[src/verilog/hotplug_slot_status_pkg.sv]
package hotplug_slot_status_pkg;
  localparam logic [7:0]  SLOT_STATUS_OFS   = 8'h5A;
  localparam logic [7:0]  DEV_CAP2_OFS      = 8'h64;
  localparam logic [7:0]  DEV_CTL2_OFS      = 8'h68;
  localparam logic [7:0]  SLOT_CTL_OFS      = 8'h58;
  localparam logic [7:0]  EVENT_ENABLE_OFS  = 8'h80;
  localparam int          BTN_BIT           = 0;
  localparam int          PFAULT_BIT        = 1;
  localparam int          LATCH_CHG_BIT     = 2;
  localparam int          PRES_CHG_BIT      = 3;
  localparam int          CMD_DONE_BIT      = 4;
  localparam int          LATCH_STATE_BIT   = 5;
  localparam int          PRES_STATE_BIT    = 6;
  localparam int          INTERLOCK_BIT     = 7;
  localparam int          LINK_CHG_BIT      = 8;
  localparam int          FWD_SUP_BIT       = 5;
  localparam int          FWD_EN_BIT        = 5;
  localparam int          GLOBAL_IE_BIT     = 5;
  localparam logic [8:0]  EVENT_MASK        = 9'h11F;
  localparam logic [12:0] EVENT_EN_MASK     = 13'h101F;
  localparam logic        LATCH_RESET       = 1'h0;
  localparam logic        PRES_RESET        = 1'h1;
  localparam logic        FWD_SUP_RESET     = 1'h1;
endpackage

[src/verilog/hotplug_slot_status_flags.sv]
`timescale 1ns/10ps
module hotplug_slot_status_flags #(
  parameter bit UPSTREAM_PORT      = 1'b0,
  parameter bit INTERLOCK_PRESENT  = 1'b1
) (
  // Clock and reset
  input  wire logic        mclk,
  input  wire logic        nrst,
  // Avalon-MM slave, word addressed by byte address bits [7:2]
  input  wire logic [7:0]  address,
  input  wire logic        read,
  input  wire logic        write,
  input  wire logic [31:0] writedata,
  input  wire logic [3:0]  byteenable,
  output logic      [31:0] readdata,
  output logic             waitrequest,
  // Slot sensors from the expanders
  input  wire logic        button_pin,
  input  wire logic        power_fault_pin,
  input  wire logic        latch_open_pin,
  input  wire logic        presence_pin,
  input  wire logic        interlock_pin,
  // Link layer state, core clock
  input  wire logic        link_active_indication,
  // Expander command path
  output logic             cmd_issue,
  output logic      [15:0] cmd_data,
  input  wire logic        expander_busy,
  // Hot-plug interrupt
  output logic             hotplug_irq
);

  // ***********************************************************
  // State
  // ***********************************************************
  typedef enum logic [1:0] {cmd_idle, cmd_start, cmd_wait} cmd_state_type;

  typedef struct packed {
    logic [4:0]    sync_a;
    logic [4:0]    sync_b;
    logic          latch_state;
    logic          presence_state;
    logic          interlock_state;
    logic          button_prev;
    logic          fault_prev;
    logic          link_prev;
    logic [8:0]    flags;
    logic [15:0]   slot_ctl;
    logic [12:0]   event_en;
    logic          alt_routing_fwd_enable;
    cmd_state_type cmd_state;
    logic          cmd_issue;
    logic [15:0]   cmd_data;
    logic          ack;
    logic [31:0]   readdata;
    logic          irq;
  } state_type;

  state_type st;
  state_type next_st;

  logic [8:0]  events;
  logic [8:0]  clear;
  logic        wr_hit;
  logic        fwd_supported;
  logic [31:0] ctl_merged;
  logic [31:0] en_merged;

  // ***********************************************************
  // Next state
  // ***********************************************************
  function automatic logic [31:0] merge_bytes(input logic [31:0] old_v,
                                              input logic [31:0] new_v,
                                              input logic [3:0]  be);
    logic [31:0] r;
    r = old_v;
    for (int i = 0; i < 4; i++) begin
      if (be[i]) begin
        r[i*8 +: 8] = new_v[i*8 +: 8];
      end
    end
    return r;
  endfunction

  always_comb begin
    next_st = st;
    fwd_supported = !UPSTREAM_PORT && hotplug_slot_status_pkg::FWD_SUP_RESET;
    // Writes land at the edge that sees waitrequest low
    wr_hit = write && st.ack;
    ctl_merged = merge_bytes({16'h0000, st.slot_ctl}, writedata, byteenable);
    en_merged = merge_bytes({19'h00000, st.event_en}, writedata, byteenable);
    next_st.ack = (read || write) && !st.ack;
    next_st.sync_a = {interlock_pin, presence_pin, latch_open_pin,
                      power_fault_pin, button_pin};
    next_st.sync_b = st.sync_a;
    next_st.latch_state = st.sync_b[2];
    next_st.presence_state = st.sync_b[3];
    next_st.interlock_state = INTERLOCK_PRESENT && st.sync_b[4];
    next_st.button_prev = st.sync_b[0];
    next_st.fault_prev = st.sync_b[1];
    next_st.link_prev = link_active_indication;
    next_st.cmd_issue = 1'b0;

    events = '0;
    events[hotplug_slot_status_pkg::BTN_BIT] =
      st.sync_b[0] && !st.button_prev;
    events[hotplug_slot_status_pkg::PFAULT_BIT] =
      st.sync_b[1] && !st.fault_prev;
    events[hotplug_slot_status_pkg::LATCH_CHG_BIT] =
      st.sync_b[2] != st.latch_state;
    events[hotplug_slot_status_pkg::PRES_CHG_BIT] =
      st.sync_b[3] != st.presence_state;
    events[hotplug_slot_status_pkg::LINK_CHG_BIT] =
      link_active_indication != st.link_prev;

    // A slot control write issues one command only when no command is in flight
    unique case (st.cmd_state)
      cmd_idle: begin
        if (wr_hit && address[7:2] == hotplug_slot_status_pkg::SLOT_CTL_OFS[7:2]
            && byteenable[1:0] != 2'h0) begin
          next_st.cmd_state = cmd_start;
          next_st.cmd_issue = 1'b1;
          next_st.cmd_data = ctl_merged[15:0];
        end
      end
      cmd_start: begin
        next_st.cmd_state = cmd_wait;
      end
      cmd_wait: begin
        if (!expander_busy) begin
          next_st.cmd_state = cmd_idle;
          events[hotplug_slot_status_pkg::CMD_DONE_BIT] = 1'b1;
        end
      end
      default: begin
        next_st.cmd_state = cmd_idle;
      end
    endcase

    clear = '0;
    if (wr_hit && address[7:2] == hotplug_slot_status_pkg::SLOT_STATUS_OFS[7:2]) begin
      // 0x5A sits in upper half of word 0x58
      if (byteenable[2]) clear[7:0] = writedata[23:16];
      if (byteenable[3]) clear[8] = writedata[24];
    end
    next_st.flags = ((st.flags & ~clear) | events)
                    & hotplug_slot_status_pkg::EVENT_MASK;

    if (wr_hit && address[7:2] == hotplug_slot_status_pkg::SLOT_CTL_OFS[7:2]) begin
      next_st.slot_ctl = ctl_merged[15:0];
    end
    if (wr_hit && address[7:2] == hotplug_slot_status_pkg::EVENT_ENABLE_OFS[7:2]) begin
      next_st.event_en = en_merged[12:0]
                         & (hotplug_slot_status_pkg::EVENT_EN_MASK
                            | 13'h0020);
    end
    if (wr_hit && address[7:2] == hotplug_slot_status_pkg::DEV_CTL2_OFS[7:2]
        && byteenable[0]) begin
      next_st.alt_routing_fwd_enable =
        fwd_supported && writedata[hotplug_slot_status_pkg::FWD_EN_BIT];
    end
    if (!fwd_supported) next_st.alt_routing_fwd_enable = 1'b0;

    next_st.readdata = 32'h0000_0000;
    if (read && !st.ack) begin
      unique case (address[7:2])
        hotplug_slot_status_pkg::SLOT_CTL_OFS[7:2]:
          next_st.readdata = {7'h00, st.flags[8], st.interlock_state,
                              st.presence_state, st.latch_state,
                              st.flags[4:0], st.slot_ctl};
        hotplug_slot_status_pkg::DEV_CAP2_OFS[7:2]:
          next_st.readdata[hotplug_slot_status_pkg::FWD_SUP_BIT] =
            fwd_supported;
        hotplug_slot_status_pkg::DEV_CTL2_OFS[7:2]:
          next_st.readdata[hotplug_slot_status_pkg::FWD_EN_BIT] =
            st.alt_routing_fwd_enable;
        hotplug_slot_status_pkg::EVENT_ENABLE_OFS[7:2]:
          next_st.readdata = {19'h00000, st.event_en};
        default: next_st.readdata = 32'h0000_0000;
      endcase
    end

    next_st.irq = st.event_en[hotplug_slot_status_pkg::GLOBAL_IE_BIT] &&
                  |({st.event_en[12], st.event_en[4:0]} &
                    {st.flags[8], st.flags[4:0]});
  end

  // ***********************************************************
  // Registers
  // ***********************************************************
  always_ff @(posedge mclk or negedge nrst) begin
    if (!nrst) begin
      st <= '0;
      st.presence_state <= hotplug_slot_status_pkg::PRES_RESET;
      st.latch_state <= hotplug_slot_status_pkg::LATCH_RESET;
      st.sync_b <= 5'h08;
      st.sync_a <= 5'h08;
      st.cmd_state <= cmd_idle;
    end else begin
      st <= next_st;
    end
  end

  assign readdata    = st.readdata;
  assign waitrequest = (read || write) && !st.ack;
  assign cmd_issue   = st.cmd_issue;
  assign cmd_data    = st.cmd_data;
  assign hotplug_irq = st.irq;

  // ***********************************************************
  // Checks
  // ***********************************************************
  property p_clear_wins_not;
    @(posedge mclk) disable iff (!nrst)
      events[hotplug_slot_status_pkg::LINK_CHG_BIT] |=>
        st.flags[hotplug_slot_status_pkg::LINK_CHG_BIT];
  endproperty
  a_clear_wins_not: assert property (p_clear_wins_not)
    else $error("link change lost");

  property p_button;
    @(posedge mclk) disable iff (!nrst)
      $rose(st.sync_b[0]) |=> st.flags[0];
  endproperty
  a_button: assert property (p_button)
    else $error("button flag not set");

  property p_fault;
    @(posedge mclk) disable iff (!nrst)
      events[1] |=> st.flags[1];
  endproperty
  a_fault: assert property (p_fault)
    else $error("power fault flag not set");

  property p_latch;
    @(posedge mclk) disable iff (!nrst)
      $changed(st.latch_state) |-> st.flags[2];
  endproperty
  a_latch: assert property (p_latch)
    else $error("latch change flag not set");

  property p_presence;
    @(posedge mclk) disable iff (!nrst)
      $changed(st.presence_state) |-> st.flags[3];
  endproperty
  a_presence: assert property (p_presence)
    else $error("presence change flag not set");

  property p_cmd_done;
    @(posedge mclk) disable iff (!nrst)
      (st.cmd_state == cmd_wait && !expander_busy) |=> st.flags[4];
  endproperty
  a_cmd_done: assert property (p_cmd_done)
    else $error("command done flag not set");

  property p_cmd_once;
    @(posedge mclk) disable iff (!nrst)
      st.cmd_issue |=> !st.cmd_issue;
  endproperty
  a_cmd_once: assert property (p_cmd_once)
    else $error("command issued twice");

  property p_fwd;
    @(posedge mclk) disable iff (!nrst)
      !fwd_supported |-> !st.alt_routing_fwd_enable;
  endproperty
  a_fwd: assert property (p_fwd)
    else $error("forwarding enable set while unsupported");

  property p_irq;
    @(posedge mclk) disable iff (!nrst)
      !st.event_en[hotplug_slot_status_pkg::GLOBAL_IE_BIT] |=> !hotplug_irq;
  endproperty
  a_irq: assert property (p_irq)
    else $error("interrupt without global enable");

  property p_reserved;
    @(posedge mclk) disable iff (!nrst)
      st.ack && address[7:2] == 6'h16 |-> readdata[31:25] == 7'h00;
  endproperty
  a_reserved: assert property (p_reserved)
    else $error("reserved status bits nonzero");

endmodule

[config.mk]
export PLATFORM = sky130hd
export DESIGN_NAME = hotplug_slot_status_flags
export DESIGN_NICKNAME = d
export VERILOG_FILES = /design/src/verilog/hotplug_slot_status_pkg.sv /design/src/verilog/hotplug_slot_status_flags.sv
export SDC_FILE = /design/constraint.sdc
export NUM_CORES = 1
export LEC_CHECK = 0
export BUFFER_PORTS_ARGS = -buffer_cell sky130_fd_sc_hd__buf_2
export CAP_MARGIN = 20
export CORE_ASPECT_RATIO = 0.8
export CORE_MARGIN = 2
export CORE_UTILIZATION = 52
export DETAILED_ROUTE_END_ITERATION = 12
export MAX_ROUTING_LAYER = met4
export PLACE_DENSITY = 0.83
export SKIP_LAST_GASP = 1
export SLEW_MARGIN = 10
export SYNTH_ARGS = -nofsm -noshare
export SYNTH_HDL_FRONTEND = slang
export SYNTH_SLANG_ARGS = --single-unit
[constraint.sdc]
create_clock -name mclk -period 2.04 [get_ports mclk]
set_input_delay 0.612 -clock mclk [delete_from_list [all_inputs] [get_ports mclk]]
set_output_delay 0.612 -clock mclk [all_outputs]
set_load 0.02 [all_outputs]
==> metrics.txt, run 1 <==
total number of H-tree levels 3; total power ~3.5 mW; row count 28; number of primary I/O pins 106; area growth from synthesis to layout 13.0%; overflow left after global routing 0; total length of routed wires between 7000 and 8000 um; Routed Antenna Nets 0; Static Leak 2.35 nW; number of register bits inferred by synthesis 92; largest fanout on the critical path 6; vias after detailed routing ~2,400; commonest non-fill, non-tap cell in the layout dfrtp_1; fraction of layout cells with a size suffix above 1 0.489; library cells used by synthesis 34; Hold-fix buffers, CTS 0; number of warnings issued by yosys 0; # diodes 0; VDD IR-drop max around 440 uV; final hold vios 0; buffers and inverters on the worst path 1; total core area ~7400 um2; internal power component 2.70 mW; sinks on the clock net 92; cell area power density ~770 nW/um2; global-route wire length before repair 11,900 um; root buffer cell clkbuf_8; starting utilization of the core area 0.539; clk_lat worst skew around 0.35 ns; part of the power in combinational logic 0.080; Post-Synthesis Mean Instance Area 13.4 um2; Crit. End Element output port; height of the die 82.5 um; largest net degree at the start of global routing 50; Required @ worst endpoint 1.43 ns; Worst Hold Class input pin to async pin; sequential share of power 0.553; critical path launch point type flip-flop; commonest register cell after synthesis dfrtp_1; overall track demand over capacity in global routing 0.196; post-CTS sizing 0; maximum clock frequency around 0.57 GHz; slack of the worst reg-to-reg path ~0.5 ns; worst-case clock buffer depth 2; share of the core filled with cells 0.609; Worst path max stage delay about 0.42 ns; number of buffers added for setup after CTS 0; sw frac 0.222; cell with the largest stage delay on the worst path dfrtp_1; Top Family by Delay on Critical Path flip-flops; worst hold slack after final layout approximately 0.17 ns; Inst Count DP 453; total clock buffers created by CTS 9; status finished, final reports clean; proportion of synthesized chip area in sequential cells 0.576; post-synthesis async set-or-reset flop share 1.00; Worst-path clk slew 0.08 ns; vias in the first global route 2,425; Arrival @ worst endpoint between 1 and 1.5 ns; 1st-pass router iterations 4; post-detailed-route via-to-cell ratio 5.09; final standard cell count with taps included and fillers excluded 469; final number of max-transition violations 0; total negative slack for setup checks 0 ns; number of enable-type register cells in the synthesized netlist 0; fraction of power consumed by the clock network 0.368; Crit Path Class flip-flop to output port; cell-by-cell trace of the critical path nor2_1 > buf_2; TritonCTS clock tree built; max capacitance violation total 0; number of input and output port buffers inserted between 80 and 90; GPL Wtd Cong 0.850; Die Span X just over 100 um; Detailed Route Iter0 Violations 80; Post-Syn Area 4000 um2; mean routed wirelength per cell between 15 and 20 um; Final Cycle Share 0.860; final worst path period need around 1.8 ns; die area 8420 um2; Clock Skews 0.00844 ns; sum of net half-perimeters after detailed placement 5480 um; initial antenna violation count 0; detailed-route DRC error count 0; Mapped Cells 298; unrepaired setup endpoints after global routing no; top library cells by usage in the layout, fill and taps aside dfrtp_1, buf_2, mux2_2, and2_1, nand3_1; total of endpoints with negative setup slack in the final report 0; switching pwr between 700 and 800 uW; post-layout net count 414
-- cells by family (layout without fill, tap and decap cells) --
group	count (synthesis)	in the layout	share of synthesized area
AOI/OAI and AO/OA	21	21	0.0375
xor gates and xnor gates	3	3	0.00656
buffers and inverters	63	123	0.113
other	1	7	0.000937
muxes	56	56	0.166
and+or+nand+nor	62	62	0.0997
DFF	92	92	0.576
-- metrics by stage --
step | cell area (um2) | setup WS [ns]
final | 4530 | 0.286
after global routing | 4530 | 0.227
after CTS | 4530 | 0.268
after detailed placement | 4320 | 0.00417
after global placement | 4320 | 0.0476
after floorplan | 4030 | 0.150
-- worst register-to-register path, cell delays in order (launching register included) --
cell,delay (ns)
dfrtp_1,0.41
and4b_1,0.24
o2111a_1,0.23
buf_4,0.20
mux2_2,0.35
-- state kept, by name, summed over array words and instances (netlist names) --
name / flops
st: 39
readdata: 25
cmd_data: 16
next_st: 10
cmd_issue: 1
hotplug_irq: 1
-- routing by layer --
layer	global-route usage	part of all wire
met4	0.0640	0.015
met2	0.323	0.49
met3	0.0623	0.065
met5	-	0
met1	0.233	0.43
-- worst paths after layout --
| check | from | end | cells after the start |
|---|---|---|---|
| worst max register to register | st[33]$_DFF_PN0_ | cmd_data[6]$_DFFE_PN0P_ | 4 |
| max in group asynchronous | nrst | st[67]$_DFFE_PN0P_ | 2 |
| worst min-delay path | nrst | readdata[15]$_DFF_PN0_ | 1 |
| worst max-delay path | st[33]$_DFF_PN0_ | waitrequest | 2 |
| min in group mclk | next_st[102]$_DFF_PN0_ | next_st[95]$_DFF_PN0_ | 0 |
| worst min register to register | next_st[102]$_DFF_PN0_ | next_st[95]$_DFF_PN0_ | 0 |
-- cell usage after synthesis, types with 4 or more instances --
library cell | instances | area, um2
mux2_4 | 9 | 135
buf_4 | 48 | 360
nand3_1 | 18 | 90.1
mux2_2 | 47 | 529
inv_1 | 4 | 15.0
and2_1 | 18 | 113
nor2_1 | 5 | 18.8
dfrtp_1 | 89 | 2230
a21oi_1 | 6 | 30.0
nand4_1 | 6 | 37.5
buf_2 | 5 | 25.0
-- area by class of cell --
type / count / area [um2]
Timing Repair Buffer: 103 / 598
Tap cell: 105 / 131
Inverter: 4 / 15.0
Clock buffer: 12 / 135
Clock inverter: 4 / 73.8
Sequential cell: 92 / 2310
Fill cell: 625 / 2900
Multi-Input combinational cell: 149 / 1270
-- power groups by stage --
| stage | Clock [mW] | Combinational [mW] | Sequential (mW) |
|---|---|---|---|
| after global placement | 0 | 0.270 | 1.95 |
| after global routing | 1.39 | 0.305 | 1.92 |
| after CTS | 1.31 | 0.279 | 1.92 |
| after floorplan | 0 | 0.165 | 1.94 |
| after detailed placement | 0 | 0.278 | 1.95 |
| final | 1.28 | 0.276 | 1.92 |
Power figures use the tool's default switching activity.
==> inputs of run 2 (changes only) <==
ABC_AREA = 1   (was not set)
==> run 2 against run 1 <==
- critical path depth up 2
- hold slack better by 0.026 ns
- first-iteration DRC count grew 86%
==> metrics.txt, run 2 <==
status finished, final reports clean; pre-CTS setup slack 0.139 ns; overflow left after global routing 0; total core area 7460 um2; Detailed Route Iter0 Violations 149; sum of net half-perimeters after detailed placement 5560 um; total length of routed wires 7690 um; cell taking the most area after synthesis dfrtp_1; Worst-path clk slew ~0.090 ns; post-CTS sizing 0; Arrival @ worst endpoint roughly 1.1 ns; unrepaired setup endpoints after global routing no; number of primary I/O pins between 100 and 150; VDD IR-drop max 332 uV; library cells used by synthesis 27; total negative slack for setup checks 0 ns; number of warnings issued by yosys 0; height of the die 82.8 um; list of most frequent post-synthesis cells nand2_1, dfrtp_1, buf_4; Worst Hold Class input pin to async pin; Mapped Cells 443; total number of H-tree levels 3; final number of max-transition violations 0; endpoint of the lowest-slack register-to-register path cmd_data[8]$_DFFE_PN0P_; Die Span X slightly above 100 um; TritonCTS clock tree built; number of input and output port buffers inserted 86; post-detailed-route via-to-cell ratio 4.82; die area 8480 um2; clk_lat worst skew 0.35 ns; fill cell instance count of the final layout around 650; top library cells by usage in the layout, fill and taps aside nand2_1, dfrtp_1, buf_2, inv_1, o21ai_0; area growth from synthesis to layout 10.6%; Final Cycle Share 0.854; initial antenna violation count 0; Required @ worst endpoint 1.43 ns; Post-Synthesis Mean Instance Area 9.11 um2; row count 28; starting utilization of the core area 0.541; Crit Path Class flip-flop to output port; launch point of the worst reg-to-reg path st[52]$_DFFE_PN0P_; commonest non-fill, non-tap cell in the layout nand2_1; most common cell in the netlist nand2_1; commonest register cell after synthesis dfrtp_1; global-route wire length before repair 12,500 um; proportion of synthesized chip area in sequential cells 0.571; post-layout net count 546; maximum clock frequency 0.574 GHz; worst-case clock buffer depth 2; GPL Wtd Cong 0.861; Post-Syn Area just over 4000 um2; Hold-fix buffers, CTS 0; total clock buffers created by CTS 9; mean routed wirelength per cell 12.8 um; max capacitance violation total 0; total of endpoints with negative setup slack in the final report 0; Clock Skews about 0.0078 ns; largest register by flop count st; largest net degree at the start of global routing 42; cell area power density between 800 and 900 nW/um2; Routed Antenna Nets 0; number of enable-type register cells in the synthesized netlist 0; # diodes 0; total power 3.62 mW; final setup margin ~0.3 ns; area share of the leading cell type in the synthesized netlist 0.552; 1st-pass router iterations 4; origin of the worst setup path st[33]$_DFF_PN0_; post-synthesis async set-or-reset flop share 1.00; CP endpoint waitrequest; largest fanout on the critical path 2; slack of the worst reg-to-reg path 0.53 ns; final hold vios 0; vias in the first global route 2,764; Static Leak 2.49 nW; final worst path period need about 1.7 ns; depth of the worst register-to-register path 5; number of register bits inferred by synthesis 92; fraction of layout cells with a size suffix above 1 0.244; sinks on the clock net 92; vias after detailed routing about 2,900; number of buffers added for setup after CTS 0; overall track demand over capacity in global routing 0.200; flip-flop count of the largest register after layout 39; detailed-route DRC error count 0; Crit. End Element output port; root buffer cell clkbuf_8; critical path launch point type flip-flop; leading cell types by total area after synthesis dfrtp_1, nand2_1, buf_4
run 2: changes by cell type in the layout (fill, tap and decap cells not counted), sizes merged, moves of 4 or more:
cell	change
nor3	+9
mux2	-56
nand3	+9
nand4	-4
inv	+34
nand2	+139
and2	-18
nor2	+15
buf	-8
o21ai	+33
run 2: worst min path at each step:
| stage | from | to | slack, ns | cells past startpoint |
|---|---|---|---|---|
| floorplan | nrst | cmd_data[0]$_DFFE_PN0P_ | 0.32 | 0 |
| global placement | next_st[98]$_DFF_PN0_ | next_st[94]$_DFF_PN0_ | 0.33 | 0 |
| detailed placement | next_st[100]$_DFF_PN0_ | next_st[97]$_DFF_PN0_ | 0.34 | 0 |
| CTS | nrst | readdata[9]$_DFF_PN0_ | 0.19 | 1 |
| global route | nrst | st[83]$_DFF_PN0_ | 0.21 | 1 |
| finish | nrst | readdata[9]$_DFF_PN0_ | 0.20 | 1 |
run 2: final cells by class:
type                       count  area, um2  share of cell area
multi-input combinational    256       1160               0.260
inverter                      37        139              0.0311
clock buffer                  11        141              0.0317
timing repair buffer          95        526               0.118
sequential                    92       2310               0.517
clock inverter                 5       60.1              0.0135
tap                          105        131              0.0294
run 2: power by group:
group          switching, mW  internal (mW)  leakage, nW
Sequential            0.0522           1.93         1.13
Combinational          0.275          0.130         1.25
Clock                  0.623          0.605       0.0999
Total                  0.950           2.67         2.49
run 2: per-stage QoR:
stage | instances | hold WS, ns | instance area (um2) | utilization
4_1_cts | 601 | 0.190 | 4460 | 0.598
3_3_place_gp | 585 | 0.333 | 4260 | 0.571
3_5_place_dp | 585 | 0.337 | 4260 | 0.571
5_1_grt | 601 | 0.213 | 4460 | 0.598
6_report | 601 | 0.198 | 4460 | 0.598
2_1_floorplan | 449 | 0.316 | 4060 | -
run 2: per-layer routing:
layer	vias up	part of all wire	track usage
li1	1424	-	-
met1	1368	0.46	0.262
met2	94	0.46	0.305
met3	13	0.062	0.0561
met4	0	0.017	0.0693
met5	-	0	-
run 2: logic make-up after synthesis:
group / Yosys count / synth area share
compound gates: 42 / 0.0536
buf+inv: 101 / 0.147
other cells: 1 / 0.000929
flops: 92 / 0.571
simple gates: 204 / 0.220
xor+xnor: 3 / 0.00651
run 2: worst max-delay path, cell delays in order (launching register included):
cell	delay, ns
dfrtp_1	0.39
inv_1	0.08
nand2_1	0.07
nand2_1	0.08
buf_2	0.17
